<file path="src/core/tap_pkg.sv">
// constants, types and states of the boundary-scan test port
// assumes a single system clock samples every test pin
package tap_pkg;
	localparam int IR_LEN = 10;
	localparam int SIG_LEN = 16;
	localparam int UCODE_LEN = 32;
	localparam int ID_LEN = 32;
	localparam int BSR_LEN_DEF = 96;
	localparam int ID_VER_W = 4;
	localparam int ID_PART_W = 16;
	localparam int ID_MAKER_W = 11;
	localparam int TMS_RESET_RISES = 5;
	typedef logic [IR_LEN-1:0] instr_t;
	typedef logic [SIG_LEN-1:0] signature_t;
	typedef logic [UCODE_LEN-1:0] usercode_t;
	typedef logic [ID_LEN-1:0] idword_t;
	localparam instr_t IR_CAPTURE = 10'h001;
	localparam instr_t OP_BYPASS_DEF = 10'h3ff;
	localparam instr_t OP_EXTEST_DEF = 10'h000;
	localparam instr_t OP_SAMPLE_DEF = 10'h055;
	localparam instr_t OP_IDCODE_DEF = 10'h059;
	localparam instr_t OP_USERCODE_DEF = 10'h079;
	localparam instr_t OP_SIG_DEF = 10'h007;
	// identity values below are arbitrary
	localparam logic [ID_VER_W-1:0] ID_VER_DEF = 4'h2;
	localparam logic [ID_PART_W-1:0] ID_PART_DEF = 16'h1234;
	localparam logic [ID_MAKER_W-1:0] ID_MAKER_DEF = 11'h155;
	localparam logic ID_FIXED_BIT = 1'b1;
	typedef enum logic [15:0] {
		st_reset = 16'h0001,
		st_idle = 16'h0002,
		st_sel_dr = 16'h0004,
		st_cap_dr = 16'h0008,
		st_shift_dr = 16'h0010,
		st_exit1_dr = 16'h0020,
		st_pause_dr = 16'h0040,
		st_exit2_dr = 16'h0080,
		st_upd_dr = 16'h0100,
		st_sel_ir = 16'h0200,
		st_cap_ir = 16'h0400,
		st_shift_ir = 16'h0800,
		st_exit1_ir = 16'h1000,
		st_pause_ir = 16'h2000,
		st_exit2_ir = 16'h4000,
		st_upd_ir = 16'h8000
	} tap_state_t;
endpackage

</file>
<file path="src/core/chain_if.sv">
// carrier between the port controller and its boundary-scan chain
// assumes both ends run on clk_sys
`timescale 1ns/10ps
interface chain_if #(parameter int LEN = 96);
	logic capture;
	logic shift;
	logic update;
	logic si;
	logic so;
	logic [LEN-1:0] pin_in;
	logic [LEN-1:0] pin_out;
	modport ctrl (output capture, shift, update, si, pin_in, input so, pin_out);
	modport chain (input capture, shift, update, si, pin_in, output so, pin_out);
endinterface

</file>
<file path="src/core/scan_chain.sv">
// boundary-scan cell chain: capture, shift toward bit 0, update latch
// assumes strobes are single clk_sys pulses from the controller
`timescale 1ns/10ps
module scan_chain #(
	parameter int LEN = 96
) (
	// clock and reset
	input wire logic clk_sys,
	input wire logic rst_b,
	// controller side
	chain_if.chain bus
);
	import tap_pkg::*;
	logic [LEN-1:0] sr_q;
	logic [LEN-1:0] upd_q;
	// ********************
	// per-cell capture, shift and update
	// ********************
	genvar i;
	generate
		for (i = 0; i < LEN; i++) begin : g_cell
			logic shift_in;
			if (i == LEN-1) begin : g_top
				assign shift_in = bus.si;
			end else begin : g_mid
				assign shift_in = sr_q[i+1];
			end
			always_ff @(posedge clk_sys or negedge rst_b) begin
				if (!rst_b) begin
					sr_q[i] <= 1'b0;
				end else if (bus.capture) begin
					sr_q[i] <= bus.pin_in[i];
				end else if (bus.shift) begin
					sr_q[i] <= shift_in;
				end
			end
			always_ff @(posedge clk_sys or negedge rst_b) begin
				if (!rst_b) begin
					upd_q[i] <= 1'b0;
				end else if (bus.update) begin
					upd_q[i] <= sr_q[i];
				end
			end
		end
	endgenerate
	assign bus.so = sr_q[0];
	assign bus.pin_out = upd_q;
endmodule

</file>
<file path="src/core/boundary_scan_test_port.sv">
// boundary-scan test access port with instruction, id, user code,
// signature, bypass and boundary registers
// assumes test pins are asynchronous and much slower than clk_sys
//
// Behaviour
// - four-wire boundary-scan test port per the 1149.1 standard.
// - instruction register is ten bits; tester shifts exactly ten.
// - sixteen-bit user signature register sits between data in and out.
// - thirty-two-bit user code register shifts out the programmed value.
// - boundary chain length is a per-variant parameter, e.g. 96, 288, 624.
// - id word is version, part number, maker identity, fixed bit, MSB first.
// - id word bit zero always reads one.
// - with the port disabled its four pins serve as user pins.
`timescale 1ns/10ps
module boundary_scan_test_port #(
	parameter int BSR_LEN = tap_pkg::BSR_LEN_DEF,
	parameter tap_pkg::instr_t OP_BYPASS = tap_pkg::OP_BYPASS_DEF,
	parameter tap_pkg::instr_t OP_EXTEST = tap_pkg::OP_EXTEST_DEF,
	parameter tap_pkg::instr_t OP_SAMPLE = tap_pkg::OP_SAMPLE_DEF,
	parameter tap_pkg::instr_t OP_IDCODE = tap_pkg::OP_IDCODE_DEF,
	parameter tap_pkg::instr_t OP_USERCODE = tap_pkg::OP_USERCODE_DEF,
	parameter tap_pkg::instr_t OP_SIG = tap_pkg::OP_SIG_DEF,
	parameter logic [tap_pkg::ID_VER_W-1:0] ID_VER = tap_pkg::ID_VER_DEF,
	parameter logic [tap_pkg::ID_PART_W-1:0] ID_PART = tap_pkg::ID_PART_DEF,
	parameter logic [tap_pkg::ID_MAKER_W-1:0] ID_MAKER = tap_pkg::ID_MAKER_DEF
) (
	// clock and reset
	input wire logic clk_sys,
	input wire logic rst_b,
	// test pins
	input wire logic tck_pin,
	input wire logic tms_pin,
	input wire logic tdi_pin,
	input wire logic trst_b_pin,
	output logic tdo_o,
	output logic tdo_oe,
	// port mode and user use of the pins
	input wire logic scan_en,
	input wire logic user_tdo_d,
	input wire logic user_tdo_oe,
	output logic user_tck_q,
	output logic user_tms_q,
	output logic user_tdi_q,
	// programmed contents
	input wire tap_pkg::usercode_t user_code,
	input wire tap_pkg::signature_t user_signature,
	// boundary cells
	input wire logic [BSR_LEN-1:0] bsr_pin_in,
	output logic [BSR_LEN-1:0] bsr_pin_out,
	output logic extest_q
);
	import tap_pkg::*;
	localparam idword_t ID_WORD = {ID_VER, ID_PART, ID_MAKER, ID_FIXED_BIT};
	// ********************
	// pin synchronisers
	// ********************
	logic tck_s1_q, tck_s2_q, tck_s3_q, tms_s1_q, tms_s2_q, tdi_s1_q, tdi_s2_q;
	logic trst_s1_q, trst_s2_q;
	always_ff @(posedge clk_sys or negedge rst_b) begin
		if (!rst_b) begin
			{tck_s1_q, tck_s2_q, tck_s3_q} <= 3'h0;
			{tms_s1_q, tms_s2_q, tdi_s1_q, tdi_s2_q} <= 4'hf;
			{trst_s1_q, trst_s2_q} <= 2'h0;
		end else begin
			{tck_s1_q, tck_s2_q, tck_s3_q} <= {tck_pin, tck_s1_q, tck_s2_q};
			{tms_s1_q, tms_s2_q} <= {tms_pin, tms_s1_q};
			{tdi_s1_q, tdi_s2_q} <= {tdi_pin, tdi_s1_q};
			{trst_s1_q, trst_s2_q} <= {trst_b_pin, trst_s1_q};
		end
	end
	logic tck_rise, tck_fall, tap_clr;
	assign tck_rise = tck_s2_q & ~tck_s3_q & scan_en;
	assign tck_fall = ~tck_s2_q & tck_s3_q & scan_en;
	assign tap_clr = ~trst_s2_q | ~scan_en;
	// ********************
	// controller state machine
	// ********************
	tap_state_t state_q, state_d;
	always_comb begin
		state_d = state_q;
		case (state_q)
			st_reset: state_d = tms_s2_q ? st_reset : st_idle;
			st_idle: state_d = tms_s2_q ? st_sel_dr : st_idle;
			st_sel_dr: state_d = tms_s2_q ? st_sel_ir : st_cap_dr;
			st_cap_dr: state_d = tms_s2_q ? st_exit1_dr : st_shift_dr;
			st_shift_dr: state_d = tms_s2_q ? st_exit1_dr : st_shift_dr;
			st_exit1_dr: state_d = tms_s2_q ? st_upd_dr : st_pause_dr;
			st_pause_dr: state_d = tms_s2_q ? st_exit2_dr : st_pause_dr;
			st_exit2_dr: state_d = tms_s2_q ? st_upd_dr : st_shift_dr;
			st_upd_dr: state_d = tms_s2_q ? st_sel_dr : st_idle;
			st_sel_ir: state_d = tms_s2_q ? st_reset : st_cap_ir;
			st_cap_ir: state_d = tms_s2_q ? st_exit1_ir : st_shift_ir;
			st_shift_ir: state_d = tms_s2_q ? st_exit1_ir : st_shift_ir;
			st_exit1_ir: state_d = tms_s2_q ? st_upd_ir : st_pause_ir;
			st_pause_ir: state_d = tms_s2_q ? st_exit2_ir : st_pause_ir;
			st_exit2_ir: state_d = tms_s2_q ? st_upd_ir : st_shift_ir;
			st_upd_ir: state_d = tms_s2_q ? st_sel_dr : st_idle;
			default: state_d = st_reset;
		endcase
	end
	always_ff @(posedge clk_sys or negedge rst_b) begin
		if (!rst_b) begin
			state_q <= st_reset;
		end else if (tap_clr) begin
			state_q <= st_reset;
		end else if (tck_rise) begin
			state_q <= state_d;
		end
	end
	// ********************
	// instruction register
	// ********************
	instr_t ir_sr_q, ir_q;
	always_ff @(posedge clk_sys or negedge rst_b) begin
		if (!rst_b) begin
			ir_sr_q <= IR_CAPTURE;
		end else if (tck_rise && state_q == st_cap_ir) begin
			ir_sr_q <= IR_CAPTURE;
		end else if (tck_rise && state_q == st_shift_ir) begin
			ir_sr_q <= {tdi_s2_q, ir_sr_q[IR_LEN-1:1]};
		end
	end
	always_ff @(posedge clk_sys or negedge rst_b) begin
		if (!rst_b) begin
			ir_q <= OP_IDCODE;
		end else if (tap_clr || (tck_rise && state_q == st_reset)) begin
			ir_q <= OP_IDCODE;
		end else if (tck_rise && state_q == st_upd_ir) begin
			ir_q <= ir_sr_q;
		end
	end
	// ********************
	// data register selection and shift
	// ********************
	logic sel_id, sel_uc, sel_sig, sel_bsr;
	assign sel_id = (ir_q == OP_IDCODE);
	assign sel_uc = (ir_q == OP_USERCODE);
	assign sel_sig = (ir_q == OP_SIG);
	assign sel_bsr = (ir_q == OP_EXTEST) || (ir_q == OP_SAMPLE);
	idword_t dr_sr_q, dr_sr_d;
	always_comb begin
		dr_sr_d = dr_sr_q >> 1;
		if (sel_id || sel_uc) begin
			dr_sr_d[ID_LEN-1] = tdi_s2_q;
		end else if (sel_sig) begin
			dr_sr_d[SIG_LEN-1] = tdi_s2_q;
		end else begin
			dr_sr_d[0] = tdi_s2_q; // bypass cell
		end
	end
	always_ff @(posedge clk_sys or negedge rst_b) begin
		if (!rst_b) begin
			dr_sr_q <= '0;
		end else if (tck_rise && state_q == st_cap_dr) begin
			if (sel_id) begin
				dr_sr_q <= ID_WORD;
			end else if (sel_uc) begin
				dr_sr_q <= user_code;
			end else if (sel_sig) begin
				dr_sr_q <= {{(ID_LEN-SIG_LEN){1'b0}}, user_signature};
			end else begin
				dr_sr_q <= '0;
			end
		end else if (tck_rise && state_q == st_shift_dr) begin
			dr_sr_q <= dr_sr_d;
		end
	end
	// ********************
	// boundary chain
	// ********************
	chain_if #(.LEN(BSR_LEN)) chain_bus ();
	assign chain_bus.capture = tck_rise && state_q == st_cap_dr && sel_bsr;
	assign chain_bus.shift = tck_rise && state_q == st_shift_dr && sel_bsr;
	assign chain_bus.update = tck_rise && state_q == st_upd_dr && sel_bsr;
	assign chain_bus.si = tdi_s2_q;
	assign chain_bus.pin_in = bsr_pin_in;
	scan_chain #(.LEN(BSR_LEN)) u_chain (
		.clk_sys(clk_sys),
		.rst_b(rst_b),
		.bus(chain_bus)
	);
	assign bsr_pin_out = chain_bus.pin_out;
	always_ff @(posedge clk_sys or negedge rst_b) begin
		if (!rst_b) begin
			extest_q <= 1'b0;
		end else begin
			extest_q <= (ir_q == OP_EXTEST);
		end
	end
	// ********************
	// data out and user pins
	// ********************
	logic shift_any, dr_bit;
	assign shift_any = (state_q == st_shift_ir) || (state_q == st_shift_dr);
	assign dr_bit = sel_bsr ? chain_bus.so : dr_sr_q[0];
	always_ff @(posedge clk_sys or negedge rst_b) begin
		if (!rst_b) begin
			tdo_o <= 1'b0;
			tdo_oe <= 1'b0;
		end else if (!scan_en) begin
			tdo_o <= user_tdo_d;
			tdo_oe <= user_tdo_oe;
		end else if (tck_fall) begin
			tdo_o <= (state_q == st_shift_ir) ? ir_sr_q[0] : dr_bit;
			tdo_oe <= shift_any;
		end
	end
	always_ff @(posedge clk_sys or negedge rst_b) begin
		if (!rst_b) begin
			{user_tck_q, user_tms_q, user_tdi_q} <= 3'h0;
		end else begin
			{user_tck_q, user_tms_q, user_tdi_q} <= {tck_s2_q, tms_s2_q, tdi_s2_q};
		end
	end
	// ********************
	// checks
	// ********************
	int unsigned tms_run_q;
	always_ff @(posedge clk_sys or negedge rst_b) begin
		if (!rst_b) begin
			tms_run_q <= 0;
		end else if (tck_rise) begin
			tms_run_q <= tms_s2_q ? tms_run_q + 1 : 0;
		end
	end
endmodule

</file>
<file path="config.mk">
export PLATFORM = sky130hd
export DESIGN_NAME = boundary_scan_test_port
export DESIGN_NICKNAME = d
export VERILOG_FILES = /design/src/core/tap_pkg.sv /design/src/core/chain_if.sv /design/src/core/scan_chain.sv /design/src/core/boundary_scan_test_port.sv
export SDC_FILE = /design/constraint.sdc
export NUM_CORES = 1
export LEC_CHECK = 0
export BUFFER_PORTS_ARGS = -buffer_cell sky130_fd_sc_hd__buf_2
export CORE_ASPECT_RATIO = 0.8
export CORE_UTILIZATION = 55
export CTS_CLUSTER_SIZE = 30
export DETAILED_ROUTE_END_ITERATION = 10
export GPL_TIMING_DRIVEN = 1
export PLACE_DENSITY_LB_ADDON = 0.15
export REMOVE_ABC_BUFFERS = 1
export SKIP_LAST_GASP = 1
export SLEW_MARGIN = 20
export SYNTH_ARGS = -nofsm -noshare
export SYNTH_HDL_FRONTEND = slang
export SYNTH_SLANG_ARGS = --single-unit
</file>
<file path="constraint.sdc">
create_clock -name clk_sys -period 7.1 [get_ports clk_sys]
set_clock_uncertainty 0.05 [all_clocks]
set_input_delay 1.42 -clock clk_sys [delete_from_list [all_inputs] [get_ports clk_sys]]
set_output_delay 1.42 -clock clk_sys [all_outputs]
set_load 0.02 [all_outputs]
</file>
Word level (Yosys, flattened, before mapping)
Index checks and enable logic that the tools add are counted.
{ "word_totals": {"out_inout_bits": 102, "elab_cells": 490, "reg_bits": 274, "in_bits": 153} }
{ "classes": {"eq_ne": 21, "n_bitwise": 9, "reduce_logical": 23, "muxes": 227} }
{ "op_table": {"columns": ["operator", "n"], "rows": [
  ["two-way mux 1 bit", 203],
  ["case mux 16 bit (12 select lines)", 1],
  ["two-way mux 32 bit", 4],
  ["two-way mux 16 bit", 5],
  ["two-way mux 10 bit", 5],
  ["== test 10 x 7 -> 1 bit, second input constant", 3],
  ["two-way mux 9 bit", 2],
  ["== test 16 x 1 -> 1 bit, second input constant", 1],
  ["== test 16 x 10 -> 1 bit, second input constant", 1],
  ["== test 16 x 11 -> 1 bit, second input constant", 1],
  ["== test 16 x 12 -> 1 bit, second input constant", 1],
  ["== test 16 x 13 -> 1 bit, second input constant", 1],
  ["== test 16 x 14 -> 1 bit, second input constant", 1],
  ["== test 16 x 15 -> 1 bit, second input constant", 1],
  ["== test 16 bit, second input constant", 1],
  ["== test 16 x 2 -> 1 bit, second input constant", 1],
  ["== test 16 x 3 -> 1 bit, second input constant", 1],
  ["== test 16 x 4 -> 1 bit, second input constant", 1],
  ["== test 16 x 5 -> 1 bit, second input constant", 1],
  ["== test 16 x 6 -> 1 bit, second input constant", 1],
  ["== test 16 x 7 -> 1 bit, second input constant", 1],
  ["== test 16 x 8 -> 1 bit, second input constant", 1],
  ["== test 16 x 9 -> 1 bit, second input constant", 1],
  ["two-way mux 15 bit", 1],
  ["other kinds (17)", 40]
]} }

Depth between registers and ports, before layout
Gate-level depths: netlist of run 1.
{ "depth": {"ltp_word": 7, "mapped_depth": 10, "mapped_depth_nobuf": 6} }

Cells and area by module
From an unflattened synthesis of run 1, not the netlist that was laid out.
{ "hier_totals": {"hier_cells": 1046, "area_unflattened_um2": 12389.4} }
{ "modules_own_cells": {"columns": ["module", "cells_each", "seq_area_each_um2", "area_each_um2", "n_inst"], "rows": [
  ["scan_chain", 619, 4804.6, 8145.3, 1],
  ["boundary_scan_test_port", 427, 2064.5, 4244.1, 1]
]} }

Worst setup path after synthesis of run 1
No wires, ideal clock.
{ "synth_path": {"kind": "in2reg", "from": "input scan_en", "to": "register u_chain.sr_q[0] (netlist: u_chain.bus.so)", "path_slack_ps": 3965, "n_path_buf": 4, "cell_stages": 9, "setup_ps": 132, "required_ps": 6918, "t_arrival_ps": 2952, "cell_sequence": "clkbuf_1 > nand2_1 > or3_1 > or2_1 > buf_2 > buf_6 > buf_6 > nand2_1 > o21ai_1"} }
{ "synth_via": {"elab_chain_cells": 4, "elab_cells_between_ends": 7, "classes_between": "mux (1); bitwise (1); reduce/logical (5)"} }
{ "synth_rtl": {"columns": ["element", "line_no", "rtl"], "rows": [
  ["from (decl)", "boundary_scan_test_port.sv:38", "input wire logic scan_en,"],
  ["bitwise AND 1 bit *", "boundary_scan_test_port.sv:72", "assign tck_rise = tck_s2_q & ~tck_s3_q & scan_en;"],
  ["logical AND 1 bit (on tied branches) (2 in a row)", "boundary_scan_test_port.sv:172, boundary_scan_test_port.sv:173", null],
  ["two-way mux 1 bit or nonzero test 2 bit (tied branches)", null, null],
  ["to (signal, indexed assignment)", "scan_chain.sv:32", "sr_q[i] <= bus.pin_in[i];"],
  ["to (signal, indexed assignment)", "scan_chain.sv:34", "sr_q[i] <= shift_in;"],
  ["to (decl)", "scan_chain.sv:14", "logic [LEN-1:0] sr_q;"]
]} }
Every way passes the cells marked *; elsewhere a longest branch is shown, timed or not.
A chain may end at the register's enable or synchronous reset.

Final worst setup path of run 1
{ "layout_path": {"from": "register state_q[9]", "to": "register u_chain.sr_q[45] (netlist: u_chain.g_cell[44].shift_in)"} }
{ "layout_via": {"elab_chain_cells": 4, "elab_cells_between_ends": 8, "classes_between": "eq/ne (2); mux (1); reduce/logical (5)"} }
{ "layout_rtl": {"columns": ["element", "line_no", "rtl"], "rows": [
  ["from (decl)", "boundary_scan_test_port.sv:78", "tap_state_t state_q, state_d;"],
  ["from (signal assigned)", "boundary_scan_test_port.sv:103", "state_q <= st_reset;"],
  ["from (signal assigned)", "boundary_scan_test_port.sv:105", "state_q <= st_reset;"],
  ["from (signal assigned)", "boundary_scan_test_port.sv:107", "state_q <= state_d;"],
  ["== test 16 x 4 -> 1 bit or == test 16 x 5 -> 1 bit (tied branches)", "boundary_scan_test_port.sv:172, boundary_scan_test_port.sv:173", null],
  ["logical AND 1 bit (on tied branches) (2 in a row)", "boundary_scan_test_port.sv:172, boundary_scan_test_port.sv:173", null],
  ["two-way mux 1 bit or nonzero test 2 bit (tied branches)", null, null]
]} }
Several ways; a longest one is shown, not always the timed one.

==> impl_metrics.env, run 1 <==
export IMPL_status="complete, no violations"
export IMPL_cts_buffer_depth=3
export IMPL_syn_area_per_cell_um2=11.2
export IMPL_synth_seq_area_share_pct=56.7
export IMPL_root_buffer="clkbuf_16"
export IMPL_fin_nets=1437
export IMPL_final_common_cell="dfrtp_1"
export IMPL_vias_per_cell=5.76
export IMPL_p_switching_w=0.000644
export IMPL_fmax_mhz=230
export IMPL_hpwlAfterDp_um=18600
export IMPL_core_um2=21600
export IMPL_critPathLaunchType="flip-flop"
export IMPL_p_leak_nw=6.89
export IMPL_rows=48
export IMPL_synth_top_family_by_area="compound AO/OA/AOI/OAI gates"
export IMPL_portBuffers=254
export IMPL_synth_simple_area_share_pct=11.2
export IMPL_grt_setup_unrepaired="false"
export IMPL_netlist_area_um2=12100
export IMPL_grt_max_degree=147
export IMPL_setup_tns_ns=0
export IMPL_ys_warn_count=0
export IMPL_cts_sinks=274
export IMPL_p_int_w=0.00244
export IMPL_peakVddDrop_uv=150
export IMPL_yosys_area_share_xor_xnor_pct=0.795
export IMPL_use_met1_pct=36.6
export IMPL_crit_arrival_ns=4.73
export IMPL_io_pins=255
export IMPL_slew_headroom_pct=24.8
export IMPL_timing_final_hold_violations=0
export IMPL_grt_overflow_total=0
export IMPL_cp_max_fo=96
export IMPL_synth_area_mux_share_pct=11.2
export IMPL_cts_resized=0
export IMPL_dieArea_um2=22600
export IMPL_pwr_share_comb_pct=3.1
export IMPL_initial_core_util_pct=56.2
export IMPL_p_seq_share_pct=50.9
export IMPL_p_per_area_nw_per_um2=218
export IMPL_synthFlopType="dfrtp_1"
export IMPL_drive_above_1_share_pct=32.2
export IMPL_use_met2_pct=36.2
export IMPL_synth_fa_ha_area_share_pct=0
export IMPL_final_cell_mix="dfrtp_1, buf_2, nand2_1"
export IMPL_grtUsageTotal_pct=24.9
export IMPL_max_cap_violations=0
export IMPL_place_gp_congestion=0.899
export IMPL_cts_hold_buf=0
export IMPL_hold_path_class="flip-flop to flip-flop"
export IMPL_setup_viol=0
export IMPL_die_x_um=168
export IMPL_syn_inst=1082
export IMPL_clk_latency_ns=0.53
export IMPL_switching_share_pct=20.9
export IMPL_endpoint_kind="flip-flop"
export IMPL_ys_types=60
export IMPL_synth_edff_count=0
export IMPL_synth_compound_area_share_pct=15.6
export IMPL_grt_busiest_layer="met1"
export IMPL_synth_ff_latch_count=274
export IMPL_wl_per_cell_um=18.2
export IMPL_worstMarginPinSlew_ns=1.13
export IMPL_finalCriticalPeriod_ns=4.34
export IMPL_drt_iter0_markers=778
export IMPL_ys_async_sr_fraction_pct=100
export IMPL_htreeDepth=1
export IMPL_drtAntennaViolNets=0
export IMPL_required_ns=7.49
export IMPL_grt_pass1_wl_um=45300
export IMPL_synthToLayoutAreaGrowth_pct=17.1
export IMPL_grt_pass1_vias=8725
export IMPL_clkPwrFrac_pct=46.0
export IMPL_die_h_um=135
export IMPL_use_met3_pct=5.83
export IMPL_utilization_pct=65.8
export IMPL_dr_total_vias=9111
export IMPL_drtPass1Iterations=5
export IMPL_cts_tree="done"
export IMPL_clk_pin_slew_ns=0.06
export IMPL_critical_path_class="flip-flop to flip-flop"
export IMPL_drc=0
export IMPL_period_share_pct=61.1
export IMPL_post_cts_buffers=0
export IMPL_final_max_slew_violation_count=0
export IMPL_finalWirelength_um=28800
export IMPL_antenna_found_initial=6
export IMPL_cts_buffers=27
-- power by group through the flow --
stage / clock network, W / registers, W / logic (W)
6_report: 0.00142 / 0.00157 / 0.0000953
5_1_grt: 0.00151 / 0.00157 / 0.000107
4_1_cts: 0.00145 / 0.00157 / 0.0000973
3_5_place_dp: 0 / 0.00160 / 0.0000965
3_3_place_gp: 0 / 0.00160 / 0.0000975
2_1_floorplan: 0 / 0.00160 / 0.0000125
-- synth_stat cells, types with 4 or more instances --
master / n / area (µm²)
xor2_1: 7 / 61.3
a22o_1: 17 / 149
mux2_2: 57 / 642
nor2b_1: 4 / 25.0
clkbuf_1: 49 / 184
o21ai_0: 57 / 285
and3_1: 11 / 68.8
nand3_1: 9 / 45.0
nand2_1: 158 / 593
nor4_1: 5 / 31.3
a22oi_1: 14 / 105
nand4_1: 4 / 25.0
xnor2_1: 4 / 35.0
buf_2: 15 / 75.1
o21ai_1: 86 / 430
dfrtp_1: 264 / 6610
nor3_1: 13 / 65.1
nand2b_1: 9 / 56.3
buf_4: 9 / 67.6
buf_12: 5 / 100
a21oi_1: 20 / 100
buf_6: 9 / 101
dfstp_2: 10 / 263
mux2i_1: 11 / 110
mux2_4: 40 / 601
o22ai_1: 106 / 663
nor2_1: 29 / 109
or4_1: 6 / 45.0
-- routing by layer --
metal,up-vias,share of wire (%)
li1,4337,-
met1,4399,47
met2,310,43
met3,61,7.3
met4,4,3.0
met5,-,0.094
-- metrics by stage --
step           std cells  area (µm²)  setup slack [ns]  total power, W  hold WS, ns
2_1_floorplan        993       11600              1.30         0.00161        0.281
3_3_place_gp        1530       13300              2.92         0.00170        0.284
3_5_place_dp        1530       13300              2.81         0.00170        0.294
4_1_cts             1579       14200              2.75         0.00312        0.306
5_1_grt             1581       14200              2.46         0.00319        0.308
6_report            1583       14200              2.76         0.00309        0.304
-- worst max-delay path, cell delays in order (launching register included) --
cell and delay [ns]:
dfrtp_1 0.53, nor4_4 0.47, nand4_4 0.82, or2_1 0.84, nor2_4 0.17, buf_4 0.80
o22ai_1 0.20, o21ai_0 0.23
-- state kept, by name, summed over array words and instances, names as in the netlist, 10 cells and up --
signal,flops
dr_sr_q,32
ir_q,10
ir_sr_q,10
state_q,16
u_chain.bus.pin_out,96
u_chain.g_cell.shift_in,95
-- logic make-up (layout without fill, tap and decap cells) --
family | Yosys count | after routing
AND/OR/NAND/NOR | 277 | 277
flip-flops | 274 | 274
buffers and inverters | 92 | 314
AO/OA/AOI/OAI | 320 | 320
multiplexers | 108 | 108
XOR/XNOR | 11 | 11
other | 0 | 4
-- final timing paths --
path	start	end	slack, ns	cells past startpoint
setup / recovery	state_q[9]	u_chain.g_cell[44].shift_in	2.76	7
hold / removal	tdi_s1_q	chain_bus.si	0.30	0
setup reg to reg	state_q[9]	u_chain.g_cell[44].shift_in	2.76	7
hold reg to reg	tdi_s1_q	chain_bus.si	0.30	0
max in group asynchronous	rst_b	tck_s2_q	4.77	2
min in group asynchronous	rst_b	u_chain.bus.pin_out[28]	0.91	1
-- final cells by class --
type,count,area (µm²)
Antenna cell,4,10.0
Clock buffer,43,796
Clock inverter,6,86.3
Fill cell,1688,7370
Inverter,3,11.3
Multi-Input combinational cell,716,4720
Sequential cell,274,6870
Tap cell,275,344
Timing Repair Buffer,262,1350
Note: power is estimated with default switching activity, not from simulation.
==> run 2: changes to the inputs <==
==> constraint.sdc (replaced) <==
create_clock -name clk_sys -period 4.5 [get_ports clk_sys]
set_clock_uncertainty 0.05 [all_clocks]
set_input_delay 0.9 -clock clk_sys [delete_from_list [all_inputs] [get_ports clk_sys]]
set_output_delay 0.9 -clock clk_sys [all_outputs]
set_load 0.02 [all_outputs]
==> impl_metrics.env, run 2 (same netlist as run 1, synthesis figures left out) <==
export IMPL_cts_hold_buf=0
export IMPL_register_area_um2=6870
export IMPL_worstMarginPinSlew_ns=1.03
export IMPL_cts_tree="done"
export IMPL_cts_buffer_depth=3
export IMPL_period_share_pct=75.3
export IMPL_required_ns=4.86
export IMPL_initial_core_util_pct=56.2
export IMPL_endpoint_kind="flip-flop"
export IMPL_p_leak_nw=7.03
export IMPL_final_cell_mix="dfrtp_1, buf_2, nand2_1"
export IMPL_rows=48
export IMPL_grt_max_degree=109
export IMPL_grtUsageTotal_pct=25.7
export IMPL_timing_final_hold_violations=0
export IMPL_antenna_found_initial=3
export IMPL_die_h_um=135
export IMPL_dr_total_vias=9185
export IMPL_die_x_um=168
export IMPL_r2r_slack_ns=1.11
export IMPL_drt_iter0_markers=827
export IMPL_cts_resized=0
export IMPL_startpoint="ir_q[5]"
export IMPL_grt_pass1_wl_um=46500
export IMPL_slew_headroom_pct=31.3
export IMPL_cts_buffers=28
export IMPL_clk_latency_ns=0.53
export IMPL_fillerInstances=1716
export IMPL_setup_viol=0
export IMPL_hold_path_class="flip-flop to flip-flop"
export IMPL_root_buffer="clkbuf_16"
export IMPL_htreeDepth=1
export IMPL_largest_reg_flops=96
export IMPL_final_max_slew_violation_count=0
export IMPL_whs_path_depth=0
export IMPL_cp_max_fo=35
export IMPL_hpwlAfterDp_um=19200
export IMPL_drc=0
export IMPL_total_power_w=0.00515
export IMPL_finalCriticalPeriod_ns=3.39
export IMPL_critPathLaunchType="flip-flop"
export IMPL_dieArea_um2=22600
export IMPL_place_gp_congestion=0.913
export IMPL_min_from="trst_s1_q"
export IMPL_core_um2=21600
export IMPL_r2r_start="ir_q[5]"
export IMPL_peakVddDrop_uv=264
export IMPL_crit_arrival_ns=3.75
export IMPL_portBuffers=254
export IMPL_vias_per_cell=5.78
export IMPL_grt_overflow_total=0
export IMPL_reg2regPathDepth=6
export IMPL_placed_area_um2=13400
export IMPL_p_per_area_nw_per_um2=356
export IMPL_drive_above_1_share_pct=33.2
export IMPL_synthToLayoutAreaGrowth_pct=19.4
export IMPL_fmax_mhz=295
export IMPL_wl_per_cell_um=18.4
export IMPL_fin_nets=1445
export IMPL_post_cts_buffers=0
export IMPL_design_area_um2=14500
export IMPL_status="complete, no violations"
export IMPL_max_cap_violations=0
export IMPL_cts_sinks=274
export IMPL_clk_pin_slew_ns=0.06
export IMPL_finalWirelength_um=29200
export IMPL_grt_setup_unrepaired="false"
export IMPL_setup_tns_ns=0
export IMPL_critical_path_class="flip-flop to flip-flop"
export IMPL_io_pins=255
export IMPL_drtPass1Iterations=5
export IMPL_timing_hold_ws_ns=0.304
export IMPL_multi_input_comb_area_um2=4720
export IMPL_final_common_cell="dfrtp_1"
export IMPL_drtAntennaViolNets=0
export IMPL_grt_pass1_vias=8718
-- run 2: changes by cell type in the layout (fill, tap and decap cells not counted), sizes merged --
cell | before | now
buf | 262 | 269
diode | 4 | 1
bufinv | 2 | 6
clkbuf | 43 | 36
inv | 4 | 3
clkinv | 2 | 8
-- run 2: final cells by class --
type | count | share of cell area, %
sequential | 274 | 47.5
multi-input combinational | 716 | 32.6
timing repair buffer | 269 | 10.4
clock buffer | 36 | 5.48
tap | 275 | 2.38
clock inverter | 15 | 1.57
inverter | 3 | 0.0779
antenna | 1 | 0.0173
-- run 2: power breakdown --
| part | switching (W) | internal (W) |
|---|---|---|
| sequential | 0.00000633 | 0.00247 |
| clock | 0.000944 | 0.00158 |
| combinational | 0.0000893 | 0.0000623 |
| total | 0.00104 | 0.00412 |
-- run 2: worst max-delay path, cell delays in order (launching register included) --
cell	delay [ns]
dfrtp_1	0.61
or4_4	0.65
and4bb_1	0.29
a31oi_1	0.11
and4bb_4	0.81
buf_4	0.36
mux2_2	0.37
-- run 2: final timing paths --
check / to
setup reg to reg: u_chain.bus.pin_out[33]
hold reg to reg: trst_s2_q
max in group asynchronous: ir_sr_q[0]
hold / removal: trst_s2_q
min in group asynchronous: u_chain.bus.pin_out[24]
setup / recovery: u_chain.bus.pin_out[33]
-- run 2: routing by layer --
layer | vias to the layer above | GRT usage [%] | share of wire (%)
met4 | 2 | 5.50 | 1.8
met1 | 4505 | 37.1 | 46
met5 | - | 0 | 0.045
li1 | 4356 | - | -
met3 | 38 | 6.57 | 7.3
met2 | 284 | 39.3 | 45
-- run 2: through the flow --
step | std cells | setup WS, ns | util (%)
4_1_cts | 1587 | 1.13 | 66.9
5_1_grt | 1589 | 0.986 | 67.1
2_1_floorplan | 993 | -1.30 | -
3_3_place_gp | 1536 | 1.17 | 62.2
3_5_place_dp | 1536 | 1.13 | 62.2
6_report | 1589 | 1.11 | 67.1
==> run 3: changes to the inputs <==
==> constraint.sdc (replaced) <==
create_clock -name clk_sys -period 3.6 [get_ports clk_sys]
set_clock_uncertainty 0.05 [all_clocks]
set_input_delay 0.72 -clock clk_sys [delete_from_list [all_inputs] [get_ports clk_sys]]
set_output_delay 0.72 -clock clk_sys [all_outputs]
set_load 0.02 [all_outputs]
==> impl_metrics.env, run 3 (same netlist as run 1, synthesis figures left out) <==
export IMPL_period_share_pct=83.7
export IMPL_core_um2=21600
export IMPL_cts_buffer_depth=3
export IMPL_timing_hold_ws_ns=0.174
export IMPL_place_gp_congestion=0.922
export IMPL_die_h_um=135
export IMPL_finalWirelength_um=28700
export IMPL_required_ns=3.96
export IMPL_drc=0
export IMPL_fmax_mhz=332
export IMPL_antenna_found_initial=4
export IMPL_final_common_cell="dfrtp_1"
export IMPL_cts_sinks=274
export IMPL_initial_core_util_pct=56.2
export IMPL_slowest_delay_ns=0.67
export IMPL_die_x_um=168
export IMPL_drive_above_1_share_pct=32.9
export IMPL_met3WireLength_um=1980
export IMPL_final_cell_mix="dfrtp_1, buf_2, nand2_1"
export IMPL_slew_headroom_pct=40.5
export IMPL_grt_setup_unrepaired="false"
export IMPL_path_delay_family="simple AND/OR/NAND/NOR gates"
export IMPL_clk_latency_ns=0.53
export IMPL_final_max_slew_violation_count=0
export IMPL_post_cts_buffers=0
export IMPL_route_met2_wl_um=12600
export IMPL_peakVddDrop_uv=269
export IMPL_worstMarginPinSlew_ns=0.892
export IMPL_crit_chain="or4_1 -> nor3_2 -> and4bb_4 -> buf_4 -> mux2_2"
export IMPL_drtAntennaViolNets=0
export IMPL_setup_viol=0
export IMPL_rows=48
export IMPL_hold_path_class="input port to async pin"
export IMPL_critical_path_class="flip-flop to flip-flop"
export IMPL_wl_per_cell_um=18.0
export IMPL_drt_iter0_markers=810
export IMPL_cp_max_fo=21
export IMPL_crit_arrival_ns=3.37
export IMPL_htreeDepth=1
export IMPL_drtPass1Iterations=6
export IMPL_fin_cells=1599
export IMPL_grt_pass1_vias=8567
export IMPL_largest_reg_flops=96
export IMPL_cts_buffers=28
export IMPL_dr_total_vias=9106
export IMPL_grt_pass1_wl_um=46000
export IMPL_status="complete, no violations"
export IMPL_top_layer="met5"
export IMPL_cts_hold_buf=0
export IMPL_cts_tree="done"
export IMPL_root_buffer="clkbuf_16"
export IMPL_total_power_w=0.00603
export IMPL_portBuffers=254
export IMPL_io_pins=255
export IMPL_grtUsageTotal_pct=25.3
export IMPL_wl_met1_um=13500
export IMPL_critPathSlowestCell="or4_1"
export IMPL_grt_overflow_total=0
export IMPL_cts_resized=0
export IMPL_critPathLaunchType="flip-flop"
export IMPL_synthToLayoutAreaGrowth_pct=18.9
export IMPL_endpoint_kind="flip-flop"
export IMPL_dieArea_um2=22600
export IMPL_fin_nets=1453
export IMPL_p_leak_nw=6.99
export IMPL_hpwlAfterDp_um=19200
export IMPL_clk_pin_slew_ns=0.06
export IMPL_vias_per_cell=5.69
export IMPL_max_cap_violations=0
export IMPL_timing_final_hold_violations=0
export IMPL_fillerInstances=1675
export IMPL_finalCriticalPeriod_ns=3.01
export IMPL_crit_buf_inv=1
export IMPL_grt_max_degree=193
export IMPL_p_per_area_nw_per_um2=419
export IMPL_place_inst=1545
run 3: changes by cell type in the layout (fill, tap and decap cells not counted), sizes merged:
cell      before  now
clkbuf        36   47
buf          269  277
clkinv         8    5
clkinvlp       1    0
bufinv         6    0
diode          1    2
run 3: metal layers:
metal	GRT usage (%)	vias to the layer above
li1	-	4367
met1	37.6	4375
met2	37.6	315
met3	5.48	47
met4	6.52	2
met5	0	-
run 3: layout make-up:
cell class              count  area (µm²)  share of cell area [%]
diodes                      2        5.00                  0.0348
clock buffers              47         843                    5.86
clock inverters             5        28.8                   0.200
inverters                   3        11.3                  0.0782
multi-input cells         716        4720                    32.8
flip-flops and latches    274        6870                    47.7
well taps                 275         344                    2.39
repair buffers            277        1580                    11.0
run 3: per-stage QoR:
step | util [%] | instance area (µm²) | setup WS [ns] | TNS, ns
floorplan | - | 11600 | -2.20 | -358.78
global placement | 62.7 | 13500 | 0.635 | 0
detailed placement | 62.7 | 13500 | 0.615 | 0
CTS | 66.7 | 14400 | 0.604 | 0
global route | 66.8 | 14400 | 0.477 | 0
finish | 66.8 | 14400 | 0.587 | 0
run 3: worst paths after layout:
check	from	end	slack, ns	cells after the start
worst max register to register	state_q[4]	u_chain.bus.pin_out[10]	0.59	5
max in group asynchronous	rst_b	u_chain.bus.pin_out[46]	2.42	2
min in group clk_sys	tms_pin	tms_s1_q	0.24	1
worst min-delay path	rst_b	u_chain.g_cell[26].shift_in	0.17	1
worst max-delay path	state_q[4]	u_chain.bus.pin_out[10]	0.59	5
worst min register to register	trst_s1_q	trst_s2_q	0.30	0
run 3: where the power goes:
part | internal, W | leakage, nW | switching [W]
Combinational | 0.0000808 | 2.79 | 0.000114
Clock | 0.00159 | 0.428 | 0.00115
Sequential | 0.00309 | 3.78 | 0.00000764
